## src/uref_pkg.sv

```systemverilog
// Constants, field positions and state types of the serial port status block.
// Assumes a 50 MHz system clock and a 16-bit plain register port.
package uref_pkg;

   // Register port widths.
   localparam int ADDR_W = 12;
   localparam int DATA_W = 16;

   // Register offsets (byte addresses).
   localparam logic [11:0] OFS_DATA = 12'h000;
   localparam logic [11:0] OFS_RSR = 12'h004;
   localparam logic [11:0] OFS_FLAG = 12'h018;
   localparam logic [11:0] OFS_IBRD = 12'h024;
   localparam logic [11:0] OFS_LCR = 12'h02C;
   localparam logic [11:0] OFS_CR = 12'h030;

   // Reset values.
   localparam logic [15:0] CR_RST = 16'h0300;
   localparam logic [7:0] LCR_RST = 8'h00;
   localparam logic [15:0] IBRD_RST = 16'h0000;
   localparam logic [3:0] RSE_RST = 4'h0;

   // Line control and control fields.
   localparam int LCR_PEN = 1;
   localparam int LCR_EPS = 2;
   localparam int LCR_STP2 = 3;
   localparam int LCR_FEN = 4;
   localparam int LCR_WLEN = 5;
   localparam int LCR_SPS = 7;
   localparam int CR_EN = 0;
   localparam int CR_TXE = 8;
   localparam int CR_RXE = 9;

   // Error status bits and their places in a receive entry.
   localparam int RSE_OE = 3;
   localparam int RSE_BE = 2;
   localparam int RSE_PE = 1;
   localparam int RSE_FE = 0;
   localparam int ENT_FE = 8;
   localparam int ENT_OE = 11;

   // Flag register bits.
   localparam int FLG_RI = 8;
   localparam int FLG_TX_EMPTY_FLAG = 7;
   localparam int FLG_RX_FULL_FLAG = 6;
   localparam int FLG_TX_FULL_FLAG = 5;
   localparam int FLG_RX_EMPTY_FLAG = 4;
   localparam int FLG_BUSY = 3;
   localparam int FLG_DCD = 2;
   localparam int FLG_DSR = 1;
   localparam int FLG_CTS = 0;

   // FIFO shape and capacities in each mode.
   localparam int FIFO_DEPTH = 16;
   localparam int ENT_W = 12;
   localparam logic [4:0] CAP_FIFO = 5'h10;
   localparam logic [4:0] CAP_HOLD = 5'h01;

   // Oversampling: sixteen ticks a bit, sampled in the middle.
   localparam logic [3:0] TICK_LAST = 4'hF;
   localparam logic [3:0] TICK_MID = 4'h7;
   localparam logic [2:0] WLEN_BASE = 3'h4;

   typedef enum logic [2:0] {
      RX_IDLE = 3'h0, RX_START = 3'h1, RX_DATA = 3'h3, RX_PAR = 3'h2,
      RX_STOP = 3'h6, RX_BRK = 3'h7, RX_WAIT = 3'h5
   } uref_rx_t;

   typedef enum logic [2:0] {
      TX_IDLE = 3'h0, TX_START = 3'h1, TX_DATA = 3'h3, TX_PAR = 3'h2, TX_STOP = 3'h6
   } uref_tx_t;

endpackage

```

## src/uref_core.sv

```systemverilog
// Serial port with receive error status, error clear and flag registers.
// Assumes a single 50 MHz clock, a plain register port and asynchronous line pins.
`timescale 1ns/10ps
`default_nettype none

module uref_core (
   // Clock and synchronous reset.
   input wire logic clk_sys,
   input wire logic rst_n,
   // Register port.
   input wire logic [uref_pkg::ADDR_W-1:0] addr,
   input wire logic [uref_pkg::DATA_W-1:0] wr_data,
   input wire logic wr_en,
   input wire logic rd_en,
   output logic [uref_pkg::DATA_W-1:0] rd_data,
   // Serial line.
   input wire logic rx_in,
   output logic tx_out,
   // Modem status inputs, active low.
   input wire logic ring_in_n,
   input wire logic carrier_in_n,
   input wire logic set_ready_in_n,
   input wire logic clear_send_in_n
);

   typedef struct packed {
      logic rx_meta;
      logic rx_pin;
      logic [3:0] mdm_meta;
      logic [3:0] mdm_n;
      logic [15:0] ibrd;
      logic [7:0] line_control_reg;
      logic [15:0] ctrl;
      logic [15:0] baud_cnt;
      logic tick;
      uref_pkg::uref_rx_t rx_state;
      logic [3:0] rx_tk;
      logic [2:0] rx_bit;
      logic [7:0] rx_data;
      logic rx_par_bad;
      logic rx_all_zero;
      logic rx_ovr_pend;
      logic [uref_pkg::FIFO_DEPTH-1:0][uref_pkg::ENT_W-1:0] rx_fifo;
      logic [3:0] rx_wp;
      logic [3:0] rx_rp;
      logic [4:0] rx_cnt;
      logic [uref_pkg::FIFO_DEPTH-1:0][7:0] tx_fifo;
      logic [3:0] tx_wp;
      logic [3:0] tx_rp;
      logic [4:0] tx_cnt;
      uref_pkg::uref_tx_t tx_state;
      logic [3:0] tx_tk;
      logic [2:0] tx_bit;
      logic [7:0] tx_sh;
      logic tx_par;
      logic tx_line;
      logic [3:0] rx_error_status_reg;
      logic [15:0] rd_data;
   } uref_st_t;

   uref_st_t q;
   uref_st_t n;

   // Event strobes shared with the checks below.
   logic ovr_evt;
   logic brk_push;
   logic rx_pop;
   logic push_req;
   logic [uref_pkg::ENT_W-1:0] push_ent;
   logic [15:0] flag_word;

   // Parity of the low bits of a character, masked to the word length.
   function automatic logic par_of(input logic [7:0] d, input logic [2:0] nbm1);
      logic p;
      p = 1'b0;
      for (int i = 0; i < 8; i++) begin
         if (3'(i) <= nbm1) begin
            p = p ^ d[i];
         end
      end
      return p;
   endfunction

   // Flag word built from live state; reserved bits stay zero.
   always_comb begin
      logic fifo_enable;
      logic [4:0] cap;
      fifo_enable = q.line_control_reg[uref_pkg::LCR_FEN];
      cap = fifo_enable ? uref_pkg::CAP_FIFO : uref_pkg::CAP_HOLD;
      flag_word = '0;
      flag_word[uref_pkg::FLG_RI] = ~q.mdm_n[3];
      flag_word[uref_pkg::FLG_DCD] = ~q.mdm_n[2];
      flag_word[uref_pkg::FLG_DSR] = ~q.mdm_n[1];
      flag_word[uref_pkg::FLG_CTS] = ~q.mdm_n[0];
      flag_word[uref_pkg::FLG_TX_EMPTY_FLAG] = (q.tx_cnt == '0);
      flag_word[uref_pkg::FLG_RX_FULL_FLAG] = (q.rx_cnt >= cap);
      flag_word[uref_pkg::FLG_TX_FULL_FLAG] = (q.tx_cnt >= cap);
      flag_word[uref_pkg::FLG_RX_EMPTY_FLAG] = (q.rx_cnt == '0);
      // Busy also covers a queued entry so software sees it even while disabled.
      flag_word[uref_pkg::FLG_BUSY] = (q.tx_cnt != '0) || (q.tx_state != uref_pkg::TX_IDLE);
   end

   // Next-state logic for the whole block.
   always_comb begin
      logic [2:0] nbm1;
      logic [4:0] cap;
      logic rx_go;
      logic tx_go;
      nbm1 = q.line_control_reg[uref_pkg::LCR_WLEN +: 2] + uref_pkg::WLEN_BASE;
      cap = q.line_control_reg[uref_pkg::LCR_FEN] ? uref_pkg::CAP_FIFO : uref_pkg::CAP_HOLD;
      rx_go = q.ctrl[uref_pkg::CR_EN] && q.ctrl[uref_pkg::CR_RXE];
      tx_go = q.ctrl[uref_pkg::CR_EN] && q.ctrl[uref_pkg::CR_TXE];
      n = q;
      ovr_evt = 1'b0;
      brk_push = 1'b0;
      rx_pop = 1'b0;
      push_req = 1'b0;
      push_ent = '0;
      n.tick = 1'b0;
      n.rd_data = '0;

      // Two-stage synchronisers on every pin.
      n.rx_meta = rx_in;
      n.rx_pin = q.rx_meta;
      n.mdm_meta = {ring_in_n, carrier_in_n, set_ready_in_n, clear_send_in_n};
      n.mdm_n = q.mdm_meta;

      // Sixteen-times bit rate tick; a zero divisor stops the tick.
      if (q.ibrd != '0) begin
         if (q.baud_cnt >= q.ibrd - 16'h0001) begin
            n.baud_cnt = '0;
            n.tick = 1'b1;
         end else begin
            n.baud_cnt = q.baud_cnt + 16'h0001;
         end
      end

      // Register writes.
      if (wr_en) begin
         unique case (addr)
            uref_pkg::OFS_DATA: begin
               if (q.tx_cnt < cap) begin
                  n.tx_fifo[q.tx_wp] = wr_data[7:0];
                  n.tx_wp = q.tx_wp + 4'h1;
                  n.tx_cnt = q.tx_cnt + 5'h01;
               end
            end
            uref_pkg::OFS_RSR: n.rx_error_status_reg = '0;
            uref_pkg::OFS_IBRD: n.ibrd = wr_data;
            uref_pkg::OFS_LCR: n.line_control_reg = wr_data[7:0];
            uref_pkg::OFS_CR: n.ctrl = wr_data;
            default: ;
         endcase
      end

      // Register reads; answer stands one cycle after the strobe.
      if (rd_en) begin
         unique case (addr)
            uref_pkg::OFS_DATA: begin
               if (q.rx_cnt != '0) begin
                  rx_pop = 1'b1;
                  n.rd_data = {4'h0, q.rx_fifo[q.rx_rp]};
                  // Head entry's framing, parity and break errors move into status on each data read.
                  n.rx_error_status_reg[uref_pkg::RSE_BE:uref_pkg::RSE_FE] =
                     q.rx_fifo[q.rx_rp][uref_pkg::ENT_FE +: 3];
                  n.rx_rp = q.rx_rp + 4'h1;
                  n.rx_cnt = q.rx_cnt - 5'h01;
               end
            end
            uref_pkg::OFS_RSR: n.rd_data = {12'h000, q.rx_error_status_reg};
            uref_pkg::OFS_FLAG: n.rd_data = flag_word;
            uref_pkg::OFS_IBRD: n.rd_data = q.ibrd;
            uref_pkg::OFS_LCR: n.rd_data = {8'h00, q.line_control_reg};
            uref_pkg::OFS_CR: n.rd_data = q.ctrl;
            default: n.rd_data = '0;
         endcase
      end

      // Receiver, sampling mid-bit on the sixteen-times tick.
      if (q.tick) begin
         unique case (q.rx_state)
            uref_pkg::RX_IDLE: begin
               if (rx_go && !q.rx_pin) begin
                  n.rx_state = uref_pkg::RX_START;
                  n.rx_tk = '0;
               end
            end
            uref_pkg::RX_START: begin
               n.rx_tk = q.rx_tk + 4'h1;
               if (q.rx_tk == uref_pkg::TICK_MID) begin
                  n.rx_tk = '0;
                  n.rx_bit = '0;
                  n.rx_data = '0;
                  n.rx_all_zero = 1'b1;
                  n.rx_par_bad = 1'b0;
                  n.rx_state = q.rx_pin ? uref_pkg::RX_IDLE : uref_pkg::RX_DATA;
               end
            end
            uref_pkg::RX_DATA: begin
               n.rx_tk = q.rx_tk + 4'h1;
               if (q.rx_tk == uref_pkg::TICK_LAST) begin
                  n.rx_data[q.rx_bit] = q.rx_pin;
                  n.rx_all_zero = q.rx_all_zero && !q.rx_pin;
                  n.rx_bit = q.rx_bit + 3'h1;
                  if (q.rx_bit == nbm1) begin
                     n.rx_state = q.line_control_reg[uref_pkg::LCR_PEN] ? uref_pkg::RX_PAR : uref_pkg::RX_STOP;
                  end
               end
            end
            uref_pkg::RX_PAR: begin
               n.rx_tk = q.rx_tk + 4'h1;
               if (q.rx_tk == uref_pkg::TICK_LAST) begin
                  n.rx_all_zero = q.rx_all_zero && !q.rx_pin;
                  // Stick parity sends the inverse of the even select bit.
                  if (q.line_control_reg[uref_pkg::LCR_SPS]) begin
                     n.rx_par_bad = (q.rx_pin != !q.line_control_reg[uref_pkg::LCR_EPS]);
                  end else begin
                     n.rx_par_bad = (par_of(q.rx_data, nbm1) ^ q.rx_pin) != !q.line_control_reg[uref_pkg::LCR_EPS];
                  end
                  n.rx_state = uref_pkg::RX_STOP;
               end
            end
            uref_pkg::RX_STOP: begin
               n.rx_tk = q.rx_tk + 4'h1;
               if (q.rx_tk == uref_pkg::TICK_LAST) begin
                  n.rx_tk = '0;
                  if (!q.rx_pin && q.rx_all_zero) begin
                     // Whole frame low so far: watch half a bit more, up to TICK_MID, before calling it a break.
                     n.rx_state = uref_pkg::RX_BRK;
                  end else begin
                     push_req = 1'b1;
                     push_ent = {1'b0, 1'b0, q.rx_par_bad, !q.rx_pin, q.rx_data};
                     n.rx_state = uref_pkg::RX_IDLE;
                  end
               end
            end
            uref_pkg::RX_BRK: begin
               n.rx_tk = q.rx_tk + 4'h1;
               if (q.rx_pin) begin
                  // Line rose inside the frame margin: plain framing error.
                  push_req = 1'b1;
                  push_ent = {1'b0, 1'b0, q.rx_par_bad, 1'b1, q.rx_data};
                  n.rx_state = uref_pkg::RX_IDLE;
               end else if (q.rx_tk == uref_pkg::TICK_MID) begin
                  brk_push = 1'b1;
                  push_req = 1'b1;
                  push_ent = {1'b0, 1'b1, 1'b0, 1'b1, 8'h00};
                  n.rx_state = uref_pkg::RX_WAIT;
               end
            end
            uref_pkg::RX_WAIT: begin
               if (q.rx_pin) begin
                  n.rx_state = uref_pkg::RX_IDLE;
               end
            end
            default: n.rx_state = uref_pkg::RX_IDLE;
         endcase
      end

      // Store a finished character, or drop it and flag overrun when full.
      if (push_req) begin
         if (n.rx_cnt >= cap) begin
            ovr_evt = 1'b1;
            n.rx_ovr_pend = 1'b1;
         end else begin
            n.rx_fifo[q.rx_wp] = push_ent | {q.rx_ovr_pend, 11'h000};
            n.rx_wp = q.rx_wp + 4'h1;
            n.rx_cnt = n.rx_cnt + 5'h01;
            n.rx_ovr_pend = 1'b0;
         end
      end
      // Overrun sets at once and wins over a clear in the same cycle.
      if (ovr_evt) begin
         n.rx_error_status_reg[uref_pkg::RSE_OE] = 1'b1;
      end

      // Transmitter; a character in flight finishes even after EN or TXE clears, but stalls while the divisor is zero.
      if (q.tick) begin
         unique case (q.tx_state)
            uref_pkg::TX_IDLE: begin
               n.tx_line = 1'b1;
               if (tx_go && q.tx_cnt != '0) begin
                  n.tx_sh = q.tx_fifo[q.tx_rp];
                  n.tx_par = q.line_control_reg[uref_pkg::LCR_SPS] ? !q.line_control_reg[uref_pkg::LCR_EPS]
                     : (par_of(q.tx_fifo[q.tx_rp], nbm1) ^ !q.line_control_reg[uref_pkg::LCR_EPS]);
                  n.tx_rp = q.tx_rp + 4'h1;
                  n.tx_cnt = n.tx_cnt - 5'h01;
                  n.tx_line = 1'b0;
                  n.tx_tk = '0;
                  n.tx_state = uref_pkg::TX_START;
               end
            end
            uref_pkg::TX_START: begin
               n.tx_tk = q.tx_tk + 4'h1;
               if (q.tx_tk == uref_pkg::TICK_LAST) begin
                  n.tx_line = q.tx_sh[0];
                  n.tx_bit = '0;
                  n.tx_state = uref_pkg::TX_DATA;
               end
            end
            uref_pkg::TX_DATA: begin
               n.tx_tk = q.tx_tk + 4'h1;
               if (q.tx_tk == uref_pkg::TICK_LAST) begin
                  n.tx_sh = {1'b0, q.tx_sh[7:1]};
                  n.tx_bit = q.tx_bit + 3'h1;
                  n.tx_line = q.tx_sh[1];
                  if (q.tx_bit == nbm1) begin
                     n.tx_bit = '0;
                     if (q.line_control_reg[uref_pkg::LCR_PEN]) begin
                        n.tx_line = q.tx_par;
                        n.tx_state = uref_pkg::TX_PAR;
                     end else begin
                        n.tx_line = 1'b1;
                        n.tx_state = uref_pkg::TX_STOP;
                     end
                  end
               end
            end
            uref_pkg::TX_PAR: begin
               n.tx_tk = q.tx_tk + 4'h1;
               if (q.tx_tk == uref_pkg::TICK_LAST) begin
                  n.tx_line = 1'b1;
                  n.tx_state = uref_pkg::TX_STOP;
               end
            end
            uref_pkg::TX_STOP: begin
               n.tx_tk = q.tx_tk + 4'h1;
               if (q.tx_tk == uref_pkg::TICK_LAST) begin
                  // Busy drops only after the last stop bit has gone.
                  if (q.line_control_reg[uref_pkg::LCR_STP2] && q.tx_bit == '0) begin
                     n.tx_bit = 3'h1;
                  end else begin
                     n.tx_state = uref_pkg::TX_IDLE;
                  end
               end
            end
            default: n.tx_state = uref_pkg::TX_IDLE;
         endcase
      end
   end

   // State register; reset leaves both FIFOs empty and the line marking.
   always_ff @(posedge clk_sys) begin
      if (!rst_n) begin
         q <= '0;
         q.rx_meta <= 1'b1;
         q.rx_pin <= 1'b1;
         q.mdm_meta <= 4'hF;
         q.mdm_n <= 4'hF;
         q.ibrd <= uref_pkg::IBRD_RST;
         q.line_control_reg <= uref_pkg::LCR_RST;
         q.ctrl <= uref_pkg::CR_RST;
         q.rx_state <= uref_pkg::RX_IDLE;
         q.tx_state <= uref_pkg::TX_IDLE;
         q.tx_line <= 1'b1;
         q.rx_error_status_reg <= uref_pkg::RSE_RST;
      end else begin
         q <= n;
      end
   end

   assign rd_data = q.rd_data;
   assign tx_out = q.tx_line;

   // Checks on the status behaviour.
   property p_ecr_clear;
      @(posedge clk_sys) disable iff (!rst_n)
      (wr_en && addr == uref_pkg::OFS_RSR) |=> (q.rx_error_status_reg[2:0] == 3'h0);
   endproperty
   a_ecr_clear: assert property (p_ecr_clear) else $error("Error clear left a bit set.");

   property p_ovr_set;
      @(posedge clk_sys) disable iff (!rst_n)
      ovr_evt |=> q.rx_error_status_reg[uref_pkg::RSE_OE] && q.rx_ovr_pend;
   endproperty
   a_ovr_set: assert property (p_ovr_set) else $error("Overrun not flagged.");

   property p_ovr_keep;
      @(posedge clk_sys) disable iff (!rst_n)
      (ovr_evt && !rx_pop) |=> (q.rx_cnt == $past(q.rx_cnt)) && (q.rx_wp == $past(q.rx_wp));
   endproperty
   a_ovr_keep: assert property (p_ovr_keep) else $error("Overrun wrote into a full FIFO.");

   property p_brk_wait;
      @(posedge clk_sys) disable iff (!rst_n)
      brk_push |=> (q.rx_state == uref_pkg::RX_WAIT) && !q.rx_pin;
   endproperty
   a_brk_wait: assert property (p_brk_wait) else $error("Break did not wait for marking line.");

   property p_rd_status;
      @(posedge clk_sys) disable iff (!rst_n)
      rx_pop |=> (q.rx_error_status_reg[uref_pkg::RSE_BE:uref_pkg::RSE_FE] == $past(q.rx_fifo[q.rx_rp][uref_pkg::ENT_FE +: 3]))
         && (q.rd_data[uref_pkg::ENT_W-1:0] == $past(q.rx_fifo[q.rx_rp]));
   endproperty
   a_rd_status: assert property (p_rd_status) else $error("Status does not match read character.");

   property p_flag_resv;
      @(posedge clk_sys) disable iff (!rst_n)
      (rd_en && addr == uref_pkg::OFS_FLAG) |=> (rd_data[uref_pkg::DATA_W-1:uref_pkg::FLG_RI+1] == 7'h00)
         && (rd_data[uref_pkg::FLG_BUSY] == $past(flag_word[uref_pkg::FLG_BUSY]));
   endproperty
   a_flag_resv: assert property (p_flag_resv) else $error("Flag read shows reserved bits or wrong busy.");

   property p_busy_tx;
      @(posedge clk_sys) disable iff (!rst_n)
      // Busy must hold in every state of a frame, and the start bit must drive the line low.
      (q.tx_state != uref_pkg::TX_IDLE) |->
         flag_word[uref_pkg::FLG_BUSY] && ((q.tx_state != uref_pkg::TX_START) || !tx_out);
   endproperty
   a_busy_tx: assert property (p_busy_tx) else $error("Busy low during a frame.");

   property p_busy_fifo;
      @(posedge clk_sys) disable iff (!rst_n)
      (wr_en && addr == uref_pkg::OFS_DATA && q.tx_cnt == 5'h00) |=> flag_word[uref_pkg::FLG_BUSY];
   endproperty
   a_busy_fifo: assert property (p_busy_fifo) else $error("Busy not raised by a queued entry.");

   property p_rx_empty;
      @(posedge clk_sys) disable iff (!rst_n)
      (q.rx_cnt == 5'h00) |-> flag_word[uref_pkg::FLG_RX_EMPTY_FLAG] && !flag_word[uref_pkg::FLG_RX_FULL_FLAG];
   endproperty
   a_rx_empty: assert property (p_rx_empty) else $error("Receive empty flag wrong.");

   c_overrun: cover property (@(posedge clk_sys) disable iff (!rst_n) ovr_evt);
   c_break: cover property (@(posedge clk_sys) disable iff (!rst_n) brk_push);
   c_pop: cover property (@(posedge clk_sys) disable iff (!rst_n) rx_pop ##1 q.rx_error_status_reg[uref_pkg::RSE_PE]);
   c_tx: cover property (@(posedge clk_sys) disable iff (!rst_n) q.tx_state == uref_pkg::TX_STOP);

endmodule // uref_core

`default_nettype wire

```

## config.mk

```make
export PLATFORM = sky130hd
export DESIGN_NAME = uref_core
export DESIGN_NICKNAME = d
export VERILOG_FILES = /design/src/uref_pkg.sv /design/src/uref_core.sv
export SDC_FILE = /design/constraint.sdc
export NUM_CORES = 1
export LEC_CHECK = 0
export BUFFER_PORTS_ARGS = -buffer_cell sky130_fd_sc_hd__buf_4
export CAP_MARGIN = 0
export CELL_PAD_IN_SITES_DETAIL_PLACEMENT = 0
export CELL_PAD_IN_SITES_GLOBAL_PLACEMENT = 1
export CORE_ASPECT_RATIO = 0.7
export CORE_MARGIN = 1.5
export CORE_UTILIZATION = 49
export DETAILED_ROUTE_END_ITERATION = 8
export GPL_TIMING_DRIVEN = 0
export PLACE_DENSITY = 0.78
export SETUP_SLACK_MARGIN = 0.5
export SYNTH_ARGS = -nofsm -noshare
export SYNTH_HDL_FRONTEND = slang
export SYNTH_SLANG_ARGS = --single-unit
```

## constraint.sdc

```tcl
create_clock -name clk_sys -period 4.58 [get_ports clk_sys]
set_clock_uncertainty 0.05 [all_clocks]
set_input_delay 0.916 -clock clk_sys [delete_from_list [all_inputs] [get_ports clk_sys]]
set_output_delay 0.916 -clock clk_sys [all_outputs]
set_load 0.01 [all_outputs]
```

### Yosys cells after proc, flatten, opt, wreduce, memory -nomap -nowiden

Cells that the tools add are included.

| word-level totals | value |
|---|---|
| memories | 0 |
| bits in read-only memories | 0 |
| bits in latches | 0 |
| word-level logic and storage cells | 378 |
| input bits | 37 |
| output and inout bits | 17 |
| register bits | 474 |
| RAM bits | 0 |

| operators by class | value |
|---|---|
| bitwise operators | 22 |
| $lt $le $gt $ge | 21 |
| shifts and indexed selects | 0 |
| add/sub/neg operators | 15 |
| equality and inequality tests | 38 |
| div/mod/pow operators | 0 |
| multipliers | 0 |
| multiplexer cells | 165 |
| reductions and logical operators | 54 |

Operators by type and width:

| kind | count |
|---|---|
| 192-bit bitwise mux | 1 |
| 128-bit bitwise mux | 1 |
| 16-bit case mux with 6 select lines | 1 |
| 1-bit 2-to-1 mux | 91 |
| 12-bit 2-to-1 mux | 5 |
| 3-bit 2-to-1 mux | 19 |
| 5-bit 2-to-1 mux | 10 |
| 12-bit binary-select mux with 4-bit select | 1 |
| 12-bit demux with 4-bit select | 1 |
| 19-bit 2-to-1 mux | 2 |
| 12-bit by 6-bit equality test with 1-bit output (second input constant) | 3 |
| 11-bit 2-to-1 mux | 3 |
| 8-bit binary-select mux with 4-bit select | 1 |
| 8-bit demux with 4-bit select | 1 |
| 10-bit 2-to-1 mux | 3 |
| 2-bit != test (second input constant) | 15 |
| 25-bit 2-to-1 mux | 1 |
| 4-bit by 1-bit adder with 4-bit output (second input constant) | 6 |
| 12-bit case mux with 2 select lines | 1 |
| 11-bit case mux with 2 select lines | 1 |
| 3-bit case mux with 7 select lines | 1 |
| 4-bit by 5-bit less-than comparator with 1-bit output (second input constant) | 4 |
| 20-bit 2-to-1 mux | 1 |
| 16-bit by 1-bit adder with 16-bit output (second input constant) | 1 |
| other kinds (62) | 141 |

### Longest topological paths before layout

| logic depth | value |
|---|---|
| word-level depth | 54 |
| depth in mapped cells | 17 |
| gate-level depth less buffers | 13 |

### Worst setup path before layout

OpenSTA, ideal clock, no wires.

| path | value |
|---|---|
| path kind | input to register |
| start point | in addr[2] (netlist name) |
| end point | reg q[220] (netlist name) |
| path buffers | 4 |
| stages on the path | 17 |
| setup time | 0.128 ns |
| required time | 4.402 ns |
| setup slack | 0.943 ns |
| data arrival time | 3.459 ns |
| cell sequence | nor3_1 -> and4_1 -> buf_2 -> and3_1 -> nand2_1 -> nor3_1 -> xnor2_1 -> a21boi_0 -> ha_1 -> o41ai_2 -> and3_1 -> buf_4 -> buf_8 -> nand3_2 -> buf_2 -> nand3_1 -> o21ai_1 |

| on the way | value |
|---|---|
| longest elaborated chain between the ends | 6 |

Ends and longest elaborated chain:

| what | RTL line | RTL |
|---|---|---|
| start: declaration | uref_core.sv:11 | `input wire logic [uref_pkg::ADDR_W-1:0] addr,` |
| 12-bit zero test | uref_core.sv:158 | `unique case (addr)` |
| 5-bit 2-to-1 mux | uref_core.sv:158 |  |
| 5-bit 2-to-1 mux | uref_core.sv:157 | `if (rd_en) begin` |
| 5-bit greater-or-equal comparator | uref_core.sv:262 | `if (n.rx_cnt >= cap) begin` |
| 1-bit NOT (no source line) | n/a |  |
| 2-bit AND reduction (no source line) | n/a |  |
| end signal: assignment | uref_core.sv:358 | `q <= n;` |
| end: declaration | uref_core.sv:61 | `uref_st_t q;` |

No other way between the ends.
A chain may end at the register's enable or synchronous reset.

### Worst setup path after layout

| path | value |
|---|---|
| start point | in addr[2] (netlist name) |
| end point | reg q[285] (netlist name) |

The elaborated chain is that of the path after synthesis.

==> summary.md <==
| Metric | Value |
|---|---|
| Port bufs | 42 |
| Die W | around 260 um |
| Final hold violations | 0 |
| Antenna Nets Post-Route | 0 |
| Crit path launch type | input port |
| Final #Nets | 2,553 |
| DR vias/cell | around 6 |
| Syn Inst Count | ~2,400 |
| VDD IR max | between 0.2 and 0.25 mV |
| Layout cells sized above 1 | 0.1157 |
| Global Route met3 Usage | 0.1005 |
| FMAX | 249.1 MHz |
| Most used DFF post-synth | dfxtp_1 |
| First-pass GRT wire length | roughly 110,000 um |
| Post-route DRC | 0 |
| Worst-Margin Slew | roughly 1.1 ns |
| Crit path required time | 4.97 ns |
| Area contributors post-synth | dfxtp_1 44%, mux2i_1 9.9%, mux4_2 5.9%, nand3_1 4.9%, nor2_1 4.7% |
| Placer Congestion | around 0.95 |
| CTS HTree Levels | 2 |
| Initial Util | 0.4977 |
| Most numerous cell in the Yosys netlist | dfxtp_1 |
| Largest net degree at the start of global routing | 15 |
| Core area | ~0.044 sq mm |
| Crit Path Max Fanout | 10 |
| Seq/Total Area, Yosys | 0.4353 |
| Grt met1 use | 0.4793 |
| Slew HR | 0.2756 |
| Share of the synthesized area in the top cell type | 0.4353 |
| Max Root-Sink Buffers | 3 |
| Io pins | 54 |
| Pwr Density | 342.1 mW/mm^2 |
| Full die area | around 0.046 sq mm |
| Syn. warnings | 0 |
| Synthesized cell area | between 0.02 and 0.025 sq mm |
| # clock sinks | 474 |
| Power Total | approximately 8400 uW |
| Outcome | completed |
| GR Overflow Total | 0 |
| Max Slew Vio Count | 0 |
| DIE HEIGHT | about 180 um |
| TritonRoute pass-1 iters | 6 |
| RSZ-0062 raised after global routing | true |
| Post-DP HPWL | between 50,000 and 60,000 um |
| WHS | 0.3468 ns |
| MaxCap Viol Count | 0 |
| Fillers | approximately 4,000 |
| Vias in the first global route | 17,194 |
| Syn_nets | 2,460 |
| Top Usage Layer GRT | met1 |
| Register bit count reported by yosys | between 400 and 500 |
| Vias | approximately 19,000 |
| Syn_area_per_cell | 9.167 sq um |
| Async set-or-reset flop fraction in the synthesized netlist | 0 |
| Part of the cycle the worst path needs | 0.8767 |
| Clock slew at reported path FFs | approximately 0.07 ns |
| Most area-hungry cell type in the Yosys netlist | dfxtp_1 |
| CTS tree | built |
| Post-synth EDFFs | 0 |
| Final min period | around 4 ns |
| Number of CTS-inserted buffers | 47 |
| Skew-Pair Late Insertion Delay | 0.57 ns |
| Worst setup EP type | flip-flop |
| GRT Overall Usage | 0.3037 |
| GR met2 Demand/Resource | 0.3889 |
| Antenna violations before repair | 0 |
| CP arrival | about 4.4 ns |
| Area grow syn2layout | 12.63% |
| Setup violations, final | 0 |
| Root Driver | clkbuf_16 |
| Critical path class | in -> reg |
| WL final | between 70,000 and 80,000 um |
| Number of distinct library cells after synthesis | 72 |
| DR iter-0 viols | 1,911 |
| Floorplan row count | 64 |
| Hold Path Class | reg -> reg |
| WL/cell | roughly 23 um |
| Commonest cells in the netlist | 474 x dfxtp_1, 275 x nor2_1, 215 x mux2i_1 |
| LEAKAGE | about 0.0085 uW |
-- final timing paths --
path	end	depth (start not counted)	slack, ns	from
worst max-delay path	q[285]	18	0.56	addr[2]
worst min-delay path	q[467]	1	0.35	n[467]
worst max register to register	rd_data[3]	8	0.61	q[187]
worst min register to register	q[467]	1	0.35	n[467]
-- registers in the layout, summed over array words and instances (netlist names) --
name	flops
q	452
rd_data	16
n	5
tx_out	1
-- through the flow --
| stage | cell area, sq um | utilization | TNS, ns | worst slack [ns] | instances |
|---|---|---|---|---|---|
| CTS | 24480 | 0.5589 | 0 | 0.4938 | 3099 |
| global route | 24550 | 0.5604 | 0 | 0.3933 | 3101 |
| finish | 24550 | 0.5606 | 0 | 0.5649 | 3103 |
| detailed placement | 22860 | 0.5219 | -2.667 | -0.1024 | 3014 |
| global placement | 22860 | 0.5219 | -0.4937 | -0.02551 | 3014 |
| floorplan | 21800 | - | 0 | 0.9431 | 2378 |
-- timing repair --
| item | 4_1_cts | 5_1_grt |
|---|---|---|
| pin swaps | 0 | 1 |
| resized for setup | 4 | 21 |
| endpoints found under the setup margin | 5 | 145 |
| buffers inserted | 0 | 2 |
| hold buffers | 0 | 0 |
-- critical path, cell delays in order --
cell and delay, ns:
buf_4 0.14, nor3_1 0.16, and4_1 0.30, buf_2 0.22, and3_1 0.28, nand2_1 0.10, nor3_1 0.18, xnor2_1 0.15
a21boi_2 0.24, ha_1 0.27, o41ai_2 0.06, and3_1 0.20, buf_4 0.19, buf_8 0.18, nand3_2 0.28, clkbuf_4 0.33
nand3_1 0.10, o21ai_1 0.08
-- routing by layer --
| layer | wire length [um] | part of all wire | vias up |
|---|---|---|---|
| met5 | 0 | 0 | - |
| li1 | - | - | 8617 |
| met4 | 1351 | 0.019 | 0 |
| met3 | 8141 | 0.12 | 89 |
| met2 | 26570 | 0.38 | 805 |
| met1 | 34190 | 0.49 | 9088 |
-- area by class of cell --
class | count | area [sq um] | share of cell area
clock inverter | 14 | 198.9 | 0.008102
buffer | 202 | 917.1 | 0.03735
tap | 594 | 743.2 | 0.03027
antenna | 2 | 5.005 | 0.0002038
timing repair buffer | 44 | 330.3 | 0.01345
multi-input combinational | 1676 | 11360 | 0.4625
sequential | 474 | 9489 | 0.3865
inverter | 26 | 97.59 | 0.003975
clock buffer | 71 | 1416 | 0.05768
-- cells by family (layout without fill, tap and decap cells) --
logic type               count (synthesis)  after routing  share of synthesized area
XOR/XNOR                                68             68                    0.02795
other                                    0              2                          0
adder cells (fa/ha/maj)                 45             45                    0.02583
AO/OA/AOI/OAI                          444            444                     0.1219
flip-flops                             474            474                     0.4353
buffers and inverters                  228            357                    0.04551
multiplexers                           280            280                     0.1619
AND/OR/NAND/NOR                        839            839                     0.1817
-- power by group --
part / switching (uW) / internal (uW) / total [uW]
Sequential: 1.25 / 4130 / 4130
Clock: 1670 / 2410 / 4090
Combinational: 149 / 40.7 / 190
-- cell usage in the layout, fill, tap and decap left out, drive strengths merged, types with 10 or more instances in the layout --
cell type  instances
inv               27
a21boi            23
dfxtp            474
and3              17
and2              19
nand3            223
xnor2             42
nand2b            20
nor2b             20
buf              128
or3               10
mux4              57
mux2i            215
clkbuf           188
a221oi            23
ha                45
a21oi             69
nor2             287
nand2            169
a22oi             24
nor3              20
xor2              25
o21ai            234
nand4             27
a21o              12
Note: power is estimated with default switching activity, not from simulation.
